$ cat config.mk
export PLATFORM = sky130hd
export DESIGN_NAME = bdrl_regs
export DESIGN_NICKNAME = d
export VERILOG_FILES = /design/src/bdrl_pkg.sv /design/src/bdrl_delay.sv /design/src/bdrl_idle.sv /design/src/bdrl_regs.sv
export SDC_FILE = /design/constraint.sdc
export NUM_CORES = 1
export LEC_CHECK = 0
export CORE_UTILIZATION = 50
export DETAILED_ROUTE_END_ITERATION = 6
export DONT_BUFFER_PORTS = 1
export SETUP_SLACK_MARGIN = 0.5
export SLEW_MARGIN = 25
export SYNTH_ARGS = -nofsm -noshare
export SYNTH_HDL_FRONTEND = slang
export SYNTH_SLANG_ARGS = --single-unit
$ cat constraint.sdc
create_clock -name mclk -period 3.05 [get_ports mclk]
set_input_delay 0.305 -clock mclk [delete_from_list [all_inputs] [get_ports mclk]]
set_output_delay 0.305 -clock mclk [all_outputs]
set_load 0.005 [all_outputs]
$ cat src/bdrl_pkg.sv
// Purpose: constants for the background debug register set and lockout
// Assumes: one 25 MHz clock, byte-wide parallel register port
// Notes: bit positions, addresses and timing counts live here; command field slices and read offsets are literal in bdrl_regs
package bdrl_pkg;
  localparam logic [15:0] ADDR_CMD = 16'hFF00;
  localparam logic [15:0] ADDR_STATE = 16'hFF01;
  localparam logic [15:0] ADDR_SHIFT_HI = 16'hFF02;
  localparam logic [15:0] ADDR_SHIFT_LO = 16'hFF03;
  localparam logic [15:0] ADDR_TADDR_HI = 16'hFF04;
  localparam logic [15:0] ADDR_TADDR_LO = 16'hFF05;
  localparam logic [15:0] ADDR_CCR = 16'hFF06;
  localparam logic [7:0] MAP_PAGE = 8'hFF;
  // status bit positions
  localparam int ST_PERMIT = 7;
  localparam int ST_ACTIVE = 6;
  localparam int ST_TAG = 5;
  localparam int ST_SDV = 4;
  localparam int ST_TRACE = 3;
  localparam int ST_CLKSEL = 2;
  localparam logic [7:0] ST_ANY_MASK = 8'h38;
  localparam logic [7:0] ST_RESET = 8'h00;
  // instruction bit positions
  localparam int IN_HW = 7;
  localparam int IN_DATA = 6;
  localparam int IN_READ = 5;
  localparam int IN_BACKGROUND_REQUEST_BIT = 4;
  localparam int IN_WORD = 3;
  localparam int IN_MAP = 2;
  localparam logic [7:0] IN_BACKGROUND_REQUEST_BIT_CODE = 8'h90;
  localparam logic [7:0] IN_RESET = 8'h00;
  localparam logic [7:0] IN_HW_MASK = 8'hFC;
  // exit field codes
  localparam logic [1:0] EX_NONE = 2'h0;
  localparam logic [1:0] EX_GO = 2'h1;
  localparam logic [1:0] EX_TRACE = 2'h2;
  localparam logic [1:0] EX_TAG_AND_RESUME_COMMAND = 2'h3;
  // target register codes
  localparam logic [2:0] RG_NEXT = 3'h2;
  localparam logic [2:0] RG_PC = 3'h3;
  localparam logic [2:0] RG_D = 3'h4;
  localparam logic [2:0] RG_X = 3'h5;
  localparam logic [2:0] RG_Y = 3'h6;
  localparam logic [2:0] RG_SP = 3'h7;
  // lockout bit in the eeprom module control byte
  localparam int LOCK_BIT = 7;
  localparam logic [1:0] MODE_SPECIAL_SINGLE = 2'h0;
  localparam logic [1:0] MODE_SPECIAL_PERIPH = 2'h1;
  // timing, in clock cycles of the counting domain
  localparam int ACT_DELAY = 4;
  localparam int TAG_DELAY = 16;
  localparam int IDLE_LIMIT = 512;
  localparam int DEBUG_CLOCK_SELECT_HOLD = 150;
endpackage

$ cat src/bdrl_delay.sv
// Purpose: counts a fixed number of enabled ticks after a start pulse
// Assumes: start restarts the count; done is a one-cycle pulse
// Notes: used for the active-flag and tagging write delays
`timescale 1ns/1ps
`default_nettype none
module bdrl_delay #(
  parameter int COUNT = 4
) (
  input wire logic mclk,
  input wire logic nrst,
  input wire logic start,
  input wire logic tick,
  output logic done
);
  localparam int W = $clog2(COUNT + 1);
  logic [W-1:0] cnt_ff;
  logic busy_ff;
  // count down only on ticks; the last tick fires done
  always_ff @(posedge mclk or negedge nrst) begin
    if (!nrst) begin
      cnt_ff <= '0;
      busy_ff <= 1'b0;
      done <= 1'b0;
    end else begin
      done <= 1'b0;
      if (start) begin
        cnt_ff <= W'(COUNT);
        busy_ff <= 1'b1;
      end else if (busy_ff && tick) begin
        cnt_ff <= cnt_ff - 1'b1;
        if (cnt_ff == W'(1)) begin
          busy_ff <= 1'b0;
          done <= 1'b1;
        end
      end
    end
  end
endmodule
`default_nettype wire

$ cat src/bdrl_idle.sv
// Purpose: watches host falling edges on the serial pin for idle time
// Assumes: pin level is synchronous; tick is one debug-clock cycle
// Notes: timeout is one pulse; counting restarts at each falling edge
`timescale 1ns/1ps
`default_nettype none
module bdrl_idle #(
  parameter int LIMIT = 512
) (
  input wire logic mclk,
  input wire logic nrst,
  input wire logic pinIn,
  input wire logic tick,
  output logic timeout
);
  localparam int W = $clog2(LIMIT + 1);
  logic [W-1:0] cnt_ff;
  logic pinPrev_ff;
  logic armed_ff;
  wire logic fall = pinPrev_ff && !pinIn;
  // one timeout per gap; a new edge rearms the watcher
  always_ff @(posedge mclk or negedge nrst) begin
    if (!nrst) begin
      cnt_ff <= '0;
      pinPrev_ff <= 1'b1;
      armed_ff <= 1'b0;
      timeout <= 1'b0;
    end else begin
      pinPrev_ff <= pinIn;
      timeout <= 1'b0;
      if (fall) begin
        cnt_ff <= '0;
        armed_ff <= 1'b1;
      end else if (armed_ff && tick) begin
        cnt_ff <= cnt_ff + 1'b1;
        if (cnt_ff == W'(LIMIT - 1)) begin
          armed_ff <= 1'b0;
          timeout <= 1'b1;
        end
      end
    end
  end
endmodule
`default_nettype wire

$ cat src/bdrl_regs.sv
// Purpose: debug register bytes, lockout latch and command-field decode
// Assumes: parallel byte bus inputs synchronous to mclk; serial engine
//   outside delivers shifted command bytes and shift-done pulses
// Notes: serial bit protocol and firmware ROM contents are not here
`timescale 1ns/1ps
`default_nettype none
module bdrl_regs (
  input wire logic mclk,
  input wire logic nrst,
  input wire logic [1:0] modeSel,
  input wire logic [7:0] shadowByte,
  input wire logic eClkSlow,
  input wire logic debugClkTick,
  input wire logic eClkTick,
  input wire logic bgClkTick,
  input wire logic backgroundPinIn,
  input wire logic serCmdValid,
  input wire logic [7:0] serCmdByte,
  input wire logic shiftDone,
  input wire logic [15:0] shiftIn,
  input wire logic addrLoad,
  input wire logic [15:0] addrIn,
  input wire logic enterDebug,
  input wire logic [7:0] userCcr,
  input wire logic busSel,
  input wire logic busWr,
  input wire logic [15:0] busAddr,
  input wire logic [7:0] busWdata,
  output logic [7:0] busRdata,
  output logic busHit,
  output logic debugActive,
  output logic romMapped,
  output logic lockoutActive,
  output logic resetVectorBlock,
  output logic serialEnable,
  output logic useEClock,
  output logic backgroundRequest,
  output logic traceRequest,
  output logic goRequest,
  output logic tagRequest,
  output logic [2:0] targetReg,
  output logic targetValid
);
  logic [7:0] cmd_ff;
  logic [7:0] state_ff;
  logic [15:0] shift_ff;
  logic [15:0] taddr_ff;
  logic [7:0] ccr_ff;
  logic [7:0] ctrl_ff;
  logic capDone_ff;
  logic tagOn_ff;
  logic clkSelLive_ff;
  logic [7:0] nxt_busRdata;
  logic actDone;
  logic tagDone;
  logic idleTimeout;
  // eClkTick and bgClkTick belong to the serial engine, which owns bit
  // timing; only the selected debug tick is counted here

  // address decode of the seven debug bytes
  wire logic lockedOut = !ctrl_ff[bdrl_pkg::LOCK_BIT];
  wire logic special = (modeSel == bdrl_pkg::MODE_SPECIAL_SINGLE) ||
                       (modeSel == bdrl_pkg::MODE_SPECIAL_PERIPH);
  wire logic isHw = cmd_ff[bdrl_pkg::IN_HW];
  wire logic mapSel = isHw && cmd_ff[bdrl_pkg::IN_MAP];
  // registers answer only while the map is in: active, or a map-select access
  wire logic inMap = state_ff[bdrl_pkg::ST_ACTIVE] || mapSel;
  wire logic pageHit = busSel && (busAddr[15:8] == bdrl_pkg::MAP_PAGE) && inMap;
  wire logic regHit = pageHit && (busAddr[7:0] <= bdrl_pkg::ADDR_CCR[7:0]);
  wire logic wrEn = regHit && busWr;
  wire logic wrCmd = wrEn && (busAddr == bdrl_pkg::ADDR_CMD);
  wire logic wrState = wrEn && (busAddr == bdrl_pkg::ADDR_STATE);
  wire logic wrShHi = wrEn && (busAddr == bdrl_pkg::ADDR_SHIFT_HI);
  wire logic wrShLo = wrEn && (busAddr == bdrl_pkg::ADDR_SHIFT_LO);
  wire logic wrCcr = wrEn && (busAddr == bdrl_pkg::ADDR_CCR);

  // instruction is parallel-writable only in special peripheral mode
  wire logic cmdBusOk = (modeSel == bdrl_pkg::MODE_SPECIAL_PERIPH);

  // exit field and target field of a firmware command
  wire logic [1:0] exitAction = cmd_ff[4:3];
  wire logic [2:0] regField = cmd_ff[2:0];

  // a serial byte only counts while tagging is off; every serial side effect
  // goes through this one strobe so none of them leaks out during tagging
  wire logic serTake = serCmdValid && !tagOn_ff;

  // status write mask depends on command type
  // bit 6 bypasses the mask; only under a firmware command does it go through the delay unit
  wire logic [7:0] stWrMask = bdrl_pkg::ST_ANY_MASK |
    (8'h01 << bdrl_pkg::ST_PERMIT) |
    (isHw ? (8'h01 << bdrl_pkg::ST_CLKSEL) : 8'h00);
  // the lockout blocks entry even when firmware has set the permit bit
  wire logic permitEntry = state_ff[bdrl_pkg::ST_PERMIT] && !lockedOut;
  wire logic actWrite = wrState && !isHw;
  wire logic tagWrite = wrState && busWdata[bdrl_pkg::ST_TAG];

  // the delayed active-flag write lands after the counted cycles
  bdrl_delay #(.COUNT(bdrl_pkg::ACT_DELAY)) actDelay (
    .mclk(mclk),
    .nrst(nrst),
    .start(actWrite),
    .tick(1'b1),
    .done(actDone)
  );

  logic actVal_ff;
  logic tagSet;
  assign tagSet = (serTake && !serCmdByte[bdrl_pkg::IN_HW] &&
                   serCmdByte[4:3] == bdrl_pkg::EX_TAG_AND_RESUME_COMMAND) || tagWrite;

  // tagging takes over 16 cycles after the bit is written
  bdrl_delay #(.COUNT(bdrl_pkg::TAG_DELAY)) tagDelay (
    .mclk(mclk),
    .nrst(nrst),
    .start(tagSet),
    .tick(1'b1),
    .done(tagDone)
  );

  // idle watcher counts debug-clock ticks between host falling edges
  bdrl_idle #(.LIMIT(bdrl_pkg::IDLE_LIMIT)) idleWatch (
    .mclk(mclk),
    .nrst(nrst),
    .pinIn(backgroundPinIn),
    .tick(debugClkTick),
    .timeout(idleTimeout)
  );

  // lockout copy is caught after reset release, never inside reset
  // there is no bus path into this latch: the lockout only changes through
  // the shadow byte, and only at the next reset
  always_ff @(posedge mclk or negedge nrst) begin
    if (!nrst) begin
      ctrl_ff <= 8'h00;
      capDone_ff <= 1'b0;
    end else if (!capDone_ff) begin
      ctrl_ff <= shadowByte;
      capDone_ff <= 1'b1;
    end
  end

  // instruction: serial load, bus write in peripheral mode, idle clear
  // an idle clear outranks a byte arriving in the same cycle
  always_ff @(posedge mclk or negedge nrst) begin
    if (!nrst) begin
      cmd_ff <= bdrl_pkg::IN_RESET;
    end else if (idleTimeout) begin
      cmd_ff <= bdrl_pkg::IN_RESET;
    end else if (serTake) begin
      cmd_ff <= serCmdByte;
    end else if (wrCmd && cmdBusOk) begin
      cmd_ff <= busWdata;
    end
  end

  // status register: entry, delayed clear, firmware bits, hardware set
  always_ff @(posedge mclk or negedge nrst) begin
    if (!nrst) begin
      state_ff <= bdrl_pkg::ST_RESET;
      actVal_ff <= 1'b0;
    end else if (!capDone_ff) begin
      state_ff <= bdrl_pkg::ST_RESET;
      state_ff[bdrl_pkg::ST_ACTIVE] <= special && shadowByte[bdrl_pkg::LOCK_BIT];
    end else begin
      // firmware bits take the masked write; the active bit waits for the
      // delayed landing, so a stray store cannot drop the map at once
      if (wrState) begin
        state_ff <= (state_ff & ~stWrMask) | (busWdata & stWrMask);
        state_ff[bdrl_pkg::ST_ACTIVE] <= state_ff[bdrl_pkg::ST_ACTIVE];
      end
      if (actWrite) begin
        actVal_ff <= busWdata[bdrl_pkg::ST_ACTIVE];
      end
      // entry further down wins over a delayed clear landing in its cycle
      if (actDone) begin
        state_ff[bdrl_pkg::ST_ACTIVE] <= actVal_ff && !lockedOut;
      end
      // a shift finishing in the cycle of a clear leaves the flag set
      if (shiftDone) begin
        state_ff[bdrl_pkg::ST_SDV] <= 1'b1;
      end else if (wrShHi || wrShLo || serTake) begin
        state_ff[bdrl_pkg::ST_SDV] <= 1'b0;
      end
      if (serTake && !serCmdByte[bdrl_pkg::IN_HW]) begin
        if (serCmdByte[4:3] == bdrl_pkg::EX_TRACE) begin
          state_ff[bdrl_pkg::ST_TRACE] <= 1'b1;
        end
        if (serCmdByte[4:3] == bdrl_pkg::EX_TAG_AND_RESUME_COMMAND) begin
          state_ff[bdrl_pkg::ST_TAG] <= 1'b1;
        end
      end
      if (enterDebug && permitEntry) begin
        state_ff[bdrl_pkg::ST_ACTIVE] <= 1'b1;
        state_ff[bdrl_pkg::ST_TAG] <= 1'b0;
      end
    end
  end

  // tagging mode holds off serial until the next debug entry
  // a second tag request restarts the count instead of stacking; entry
  // clears tagging first, so a late count cannot arm it again
  always_ff @(posedge mclk or negedge nrst) begin
    if (!nrst) begin
      tagOn_ff <= 1'b0;
    end else if (enterDebug && permitEntry) begin
      tagOn_ff <= 1'b0;
    end else if (tagDone && state_ff[bdrl_pkg::ST_TAG]) begin
      tagOn_ff <= 1'b1;
    end
  end

  // clock select: the new rate starts with the next serial command
  // a switch written mid-command keeps the old rate for that command
  always_ff @(posedge mclk or negedge nrst) begin
    if (!nrst) begin
      clkSelLive_ff <= 1'b0;
    end else if (serTake) begin
      clkSelLive_ff <= state_ff[bdrl_pkg::ST_CLKSEL];
    end
  end

  // shift, temp address and saved condition codes
  always_ff @(posedge mclk or negedge nrst) begin
    if (!nrst) begin
      shift_ff <= 16'h0000;
      taddr_ff <= 16'h0000;
      ccr_ff <= 8'h00;
    end else begin
      if (shiftDone) begin
        shift_ff <= shiftIn;
      end else if (wrShHi) begin
        shift_ff[15:8] <= busWdata;
      end else if (wrShLo) begin
        shift_ff[7:0] <= busWdata;
      end
      if (addrLoad) begin
        taddr_ff <= addrIn; // address is hardware-written only
      end
      // entry capture of the user flags outranks a host write in that cycle
      if (enterDebug && permitEntry) begin
        ccr_ff <= userCcr;
      end else if (wrCcr) begin
        ccr_ff <= busWdata;
      end
    end
  end

  // read mux; unmapped bytes of the page read as zero
  // status bits 1..0 have no storage and always read as zero
  always_comb begin
    nxt_busRdata = 8'h00;
    case (busAddr[2:0])
      3'h0: nxt_busRdata = cmd_ff;
      3'h1: nxt_busRdata = state_ff & 8'hFC;
      3'h2: nxt_busRdata = shift_ff[15:8];
      3'h3: nxt_busRdata = shift_ff[7:0];
      3'h4: nxt_busRdata = taddr_ff[15:8];
      3'h5: nxt_busRdata = taddr_ff[7:0];
      3'h6: nxt_busRdata = ccr_ff;
      default: nxt_busRdata = 8'h00;
    endcase
  end

  // registered outputs
  always_ff @(posedge mclk or negedge nrst) begin
    if (!nrst) begin
      busRdata <= 8'h00;
      busHit <= 1'b0;
      debugActive <= 1'b0;
      romMapped <= 1'b0;
      lockoutActive <= 1'b0;
      resetVectorBlock <= 1'b0;
      serialEnable <= 1'b0;
      useEClock <= 1'b0;
      backgroundRequest <= 1'b0;
      traceRequest <= 1'b0;
      goRequest <= 1'b0;
      tagRequest <= 1'b0;
      targetReg <= 3'h0;
      targetValid <= 1'b0;
    end else begin
      busRdata <= regHit ? nxt_busRdata : 8'h00;
      busHit <= pageHit;
      // the lockout masks both output views of the active flag, but not the status byte readback
      debugActive <= state_ff[bdrl_pkg::ST_ACTIVE] && !lockedOut;
      romMapped <= inMap && !lockedOut;
      lockoutActive <= capDone_ff && lockedOut;
      // a locked part started in special single-chip must not fetch the vector
      resetVectorBlock <= capDone_ff && lockedOut &&
        (modeSel == bdrl_pkg::MODE_SPECIAL_SINGLE);
      serialEnable <= !tagOn_ff;
      // slow bus clock overrides the select bit
      useEClock <= eClkSlow || clkSelLive_ff;
      // a plain decode; entry itself is what the permit bit gates
      backgroundRequest <= (cmd_ff == bdrl_pkg::IN_BACKGROUND_REQUEST_BIT_CODE);
      traceRequest <= !isHw && exitAction == bdrl_pkg::EX_TRACE;
      goRequest <= !isHw && exitAction == bdrl_pkg::EX_GO;
      tagRequest <= !isHw && exitAction == bdrl_pkg::EX_TAG_AND_RESUME_COMMAND;
      targetReg <= regField;
      // codes below 010 are unused and never raise the valid flag
      targetValid <= !isHw && regField >= bdrl_pkg::RG_NEXT;
    end
  end
endmodule
`default_nettype wire

==> qor.csv, run 1 <==
metric,value,unit
Synth Cell Area,5081,um2
Post-synth EDFFs,0,
Worst Setup Path Type,reg -> reg,
Die Ht,102.8,um
endpoints failing setup,0,
"FF+latch count, synth",107,
first-pass GRT wire length,19320,um
Pwr Density,522.3,nW/um2
P_leak,2.367,nW
Vias/cell,6.055,
number of top-level pins,118,
"most common cell after layout, fill and taps aside",dfrtp_1,
Syn Inst Count,468,
endpoints failing hold,107,
DR WL met2,5880,um
final worst setup slack,649.6,ps
final instance area,5430,um2
Pwr Total,2.836,mW
Worst Tran Pin Value,985.4,ps
"Slew Viols, Final",0,
fin nets,561,
kind of end point of the critical path,register,
Critical Path RT,3320,ps
clk_lat worst skew,370,ps
dpl ws,687.8,ps
CTS Buffer Depth,2,
synthesis-to-layout area growth,6.870,%
# fillers,900,
"Cell Area, Placed",5160,um2
drt first-iter violations,237,
GRT Residual Overflow,0,
register area,2679,um2
YS warnings,0,
Max Cap Viol,0,
multi-input logic area,2255,um2
Core Footprint,9819,um2
hold buffer count at cts,4,
Final Wtd Congestion,0.8710,
clock-pin slew on the worst setup and hold paths,100,ps
ANT nets after route,0,
Hold Crit Class,in -> async,
worst hold slack,-386.4,ps
Peak Freq,0.4166,GHz
syn_nets,568,
register area share after synthesis,52.72,%
RSZ-0062 raised after global routing,no,
DR pass1 iterations,4,
wire per inst,20.79,um
top layer in use,met4,
Post-CTS Resized,0,
number of port buffers,0,
"FFs w/ async S/R, synth",100.0,%
die area,10570,um2
VDD IR max,0.2815,mV
site row count,36,
failing checks,negative hold slack,
initial antenna violation count,1,
remaining routing DRC violations,0,
Main synth FF type,dfrtp_1,
clk_skew,12.27,ps
most frequent cells in the layout,"dfrtp_1 (106), nor2_1 (45), nand2_1 (31)",
Arrival @ worst endpoint,2670,ps
initial core utilization,51.75,%
layout cell share with drive strength beyond 1,10.94,%
via count of the routed design,3633,
Mean Syn Cell Area,10.86,um2
routed wire length,12480,um
die width,102.8,um
Final period util,78.70,%
Setup Buffers After CTS,0,
status,"complete, but fails checks",
worst-path fanout max,8,
Post-DP HPWL,8682,um
# H-tree levels,3,
root buf cell,clkbuf_8,
CTS buffer count,9,
met1 wire length,5356,um
largest net degree at the start of global routing,108,
met3 WL,1029,um
crit start category,register,
CTS tree,done,
vias in the first global route,3606,
Worst slew margin,33.44,%
fin crit period,2400,ps
clk sinks,107,
gr usage total,24.95,%
setup tns final,0,ps
synth unique cells,60,
## through the flow
stage / util, % / cells
2_1_floorplan: - / 468
4_1_cts: 55.28 / 599
6_report: 55.30 / 600
3_5_place_dp: 52.55 / 579
3_3_place_gp: 52.55 / 579
5_1_grt: 55.30 / 600
## synthesized netlist by cell type, types with 10 or more instances
master / n / area share [%]
a21oi_1: 12 / 1.2
a221o_1: 21 / 4.1
and2_1: 22 / 2.7
clkbuf_1: 13 / 0.96
dfrtp_1: 106 / 52
mux2_2: 22 / 4.9
mux2i_1: 10 / 2.0
nand2_1: 31 / 2.3
nand3_1: 12 / 1.2
nor2_1: 45 / 3.3
nor3_1: 15 / 1.5
nor3b_1: 13 / 1.9
nor4_1: 12 / 1.5
o21ai_0: 10 / 0.99
## kinds of logic after synthesis
kind of cell,count (synthesis),synth area share (%)
buffers and inverters,34,2.906
flip-flops,107,52.72
adder cells (fa/ha/maj),5,1.231
multiplexers,35,8.249
other,1,0.07380
XOR/XNOR,13,2.241
AO/OA/AOI/OAI,80,12.26
AND/OR/NAND/NOR,193,20.32
## state kept, by name (all words and copies together) (netlist names), 3 cells and up
| name | flops |
|---|---|
| ccr_ff | 8 |
| targetReg | 3 |
| idleWatch.cnt_ff | 10 |
| shift_ff | 16 |
| busRdata | 8 |
| actDelay.cnt_ff | 3 |
| tagDelay.cnt_ff | 5 |
| state_ff | 6 |
| taddr_ff | 16 |
| cmd_ff | 8 |
## worst paths after layout
| kind | start | endpoint | slack, ps | cells after the start |
|---|---|---|---|---|
| min reg2reg | cmd_ff[0] | targetReg[0] | 470 | 0 |
| max in group asynchronous | nrst | idleWatch.pinPrev_ff | 3200 | 0 |
| min | nrst | taddr_ff[9] | -390 | 0 |
| max | cmd_ff[2] | ccr_ff[1] | 650 | 5 |
| max reg2reg | cmd_ff[2] | ccr_ff[1] | 650 | 5 |
| min in group mclk | busAddr[2] | busRdata[6] | 20 | 1 |
## area by class of cell
type                            count  area share (%)
Sequential cell                   107           49.33
Multi-Input combinational cell    327           41.52
Tap cell                          133           3.065
Clock buffer                       12           2.857
Clock inverter                      4           1.336
Timing Repair Buffer                8           1.290
Inverter                            8          0.5530
Antenna cell                        1         0.04608
## power by group
part	leakage [nW]	internal [mW]	switching, mW
sequential	1.34	1.52	0.0860
clock	0.113	0.507	0.481
combinational	0.911	0.136	0.105
total	2.37	2.16	0.672
## metal layers
layer  global-route usage, %  up-vias
li1                        -     1686
met3                   6.915       16
met4                   7.909        0
met1                   33.30     1794
met5                       0        -
met2                   39.64      137
## critical path, cell delays in order (launching register included)
cell	delay [ps]
dfrtp_1	450
a21oi_2	120
or2_4	270
nor3_1	410
a41oi_1	530
a221o_1	500
Note: power is estimated with default switching activity, not from simulation.
==> inputs of run 2 (changes only) <==
Settings changed: PLACE_DENSITY set to 0.68.
Clock period 3.05 ns to 2.2 ns, I/O delays scaled along.
==> qor.csv, run 2 (synthesis results as in run 1) <==
metric,value,unit,change
Die Ht,102.8,um,unchanged
clock power share,29.5,%,-5.3 points
critical path's largest stage delay,380,ps,-150 ps
CTS Buffer Depth,2,,unchanged
crit path cell chain,a21oi_2 -> or2_4 -> nor3_4 -> a41oi_4 -> a221o_1,,
"most common cell after layout, fill and taps aside",dfrtp_1,,
site row count,36,,unchanged
RSZ-0062 raised after global routing,yes,,
die area,10570,um2,unchanged
CTS tree,done,,
CP Launch Point,cmd_ff[7],,
largest net degree at the start of global routing,108,,unchanged
root buf cell,clkbuf_8,,
GRT Residual Overflow,0,,unchanged
most frequent cells in the layout,"dfrtp_1 (106), dlygate4sd3_1 (56), nor2_1 (44)",,
worst hold slack,-491.6,ps,-105.2 ps
worst-path fanout max,8,,unchanged
hold buffer count at cts,56,,+52
"Slew Viols, Final",0,,unchanged
"Cell Area, Placed",5271,um2,+2.2%
synthesis-to-layout area growth,19.50,%,
number of top-level pins,118,,unchanged
clk_lat worst skew,390,ps,+20 ps
drt first-iter violations,248,,+4.6%
Hold Crit Class,in -> async,,
Net Sw Frac,26.32,%,+2.6 points
multi-input logic area,2316,um2,+2.7%
Worst Setup Path Type,reg -> reg,,
final instance area,6072,um2,+12%
fin crit period,1813,ps,-587.3 ps
wire per inst,19.75,um,-5.0%
first-pass GRT wire length,20770,um,+7.5%
initial core utilization,51.75,%,unchanged
P_leak,2.662,nW,+12%
clk sinks,107,,unchanged
Vias/cell,5.928,,-2.1%
# fillers,849,,-5.7%
layout cell share with drive strength beyond 1,13.56,%,+2.6 points
fin nets,626,,+12%
vias in the first global route,4101,,+14%
switching power,1.005,mW,+50%
initial antenna violation count,7,,+6
failing checks,negative hold slack,,
Pwr Density,628.9,nW/um2,+20%
slowest CP cell,dfrtp_1,,
crit start category,register,,
Post-DP HPWL,8809,um,+1.5%
DR pass1 iterations,5,,+1
clk_skew,13.36,ps,+1.085 ps
top flop regs,"shift_ff: 16 flops, taddr_ff: 16 flops, idleWatch.cnt_ff: 10 flops",,
kind of end point of the critical path,register,,
reg-to-reg startpoint,cmd_ff[7],,
status,"complete, but fails checks",,
P_int,2.813,mW,+30%
clock-pin slew on the worst setup and hold paths,110,ps,about the same
Peak Freq,0.5515,GHz,+32%
ANT nets after route,0,,unchanged
Logic pwr share,12.2,%,+3.7 points
Arrival @ worst endpoint,2080,ps,-590 ps
power share of the sequential group,58.3,%,+1.6 points
# H-tree levels,3,,unchanged
R2R setup slack,390,ps,-260 ps
routed wire length,13240,um,+6.1%
via count of the routed design,3972,,+9.3%
number of port buffers,0,,unchanged
register area,2679,um2,unchanged
CTS buffer count,9,,unchanged
endpoints failing hold,107,,unchanged
Buf/Inv on CP,0,,unchanged
gr usage total,26.75,%,+1.8 points
die width,102.8,um,unchanged
setup tns final,0,ps,unchanged
VDD IR max,0.4601,mV,+63%
crit-path leading delay family,compound AO/OA/AOI/OAI gates,,
Core Footprint,9819,um2,unchanged
Max Cap Viol,0,,unchanged
remaining routing DRC violations,0,,unchanged
fin util,61.84,%,+6.5 points
endpoints failing setup,0,,unchanged
Final period util,82.42,%,+3.7 points
Critical Path RT,2470,ps,-850 ps
Final Wtd Congestion,0.8393,,-3.6%
run 2: stage by stage:
step                hold slack [ps]  total power, mW  cells  worst slack [ps]
finish                       -491.6            3.818    670             386.8
global route                 -515.7            4.023    669             339.7
CTS                          -507.5            3.850    663             408.9
detailed placement           -72.79            2.609    588             248.4
global placement             -73.11            2.576    588             268.6
floorplan                    -75.59            2.544    468             503.1
run 2: final cells by class:
type / count / area share [%]
timing repair buffer: 73 / 11.33
antenna: 6 / 0.2473
clock buffer: 10 / 2.102
inverter: 8 / 0.4945
clock inverter: 6 / 0.8242
sequential: 107 / 44.12
multi-input combinational: 327 / 38.14
tap: 133 / 2.741
run 2: per-layer routing:
layer | vias to the layer above | track usage, % | share of wire (%)
met1 | 1941 | 31.99 | 39
met2 | 166 | 45.18 | 50
met5 | - | 0 | 0.098
met4 | 2 | 10.73 | 2.7
li1 | 1829 | - | -
met3 | 34 | 8.136 | 7.7
run 2: final timing paths:
path	to	cells after the start
max	ccr_ff[7]	5
min	busRdata[0]	0
max reg2reg	ccr_ff[7]	5
min reg2reg	useEClock	1
max in group asynchronous	idleWatch.pinPrev_ff	0
min in group mclk	busRdata[6]	2
run 2: what timing repair did:
| item | CTS | global route |
|---|---|---|
| setup buffers | 3 | 1 |
| endpoints found under the hold margin | 164 | 107 |
| setup endpoints to repair | 34 | 38 |
| gates resized for setup | 2 | 1 |
| pin swaps | 9 | 4 |
run 2: power groups by stage:
stage | clock network (mW) | logic (mW) | registers [mW]
final | 1.13 | 0.466 | 2.23
after CTS | 1.17 | 0.460 | 2.22
after global placement | 0 | 0.322 | 2.25
after detailed placement | 0 | 0.345 | 2.26
after floorplan | 0 | 0.315 | 2.23
after global routing | 1.26 | 0.521 | 2.25
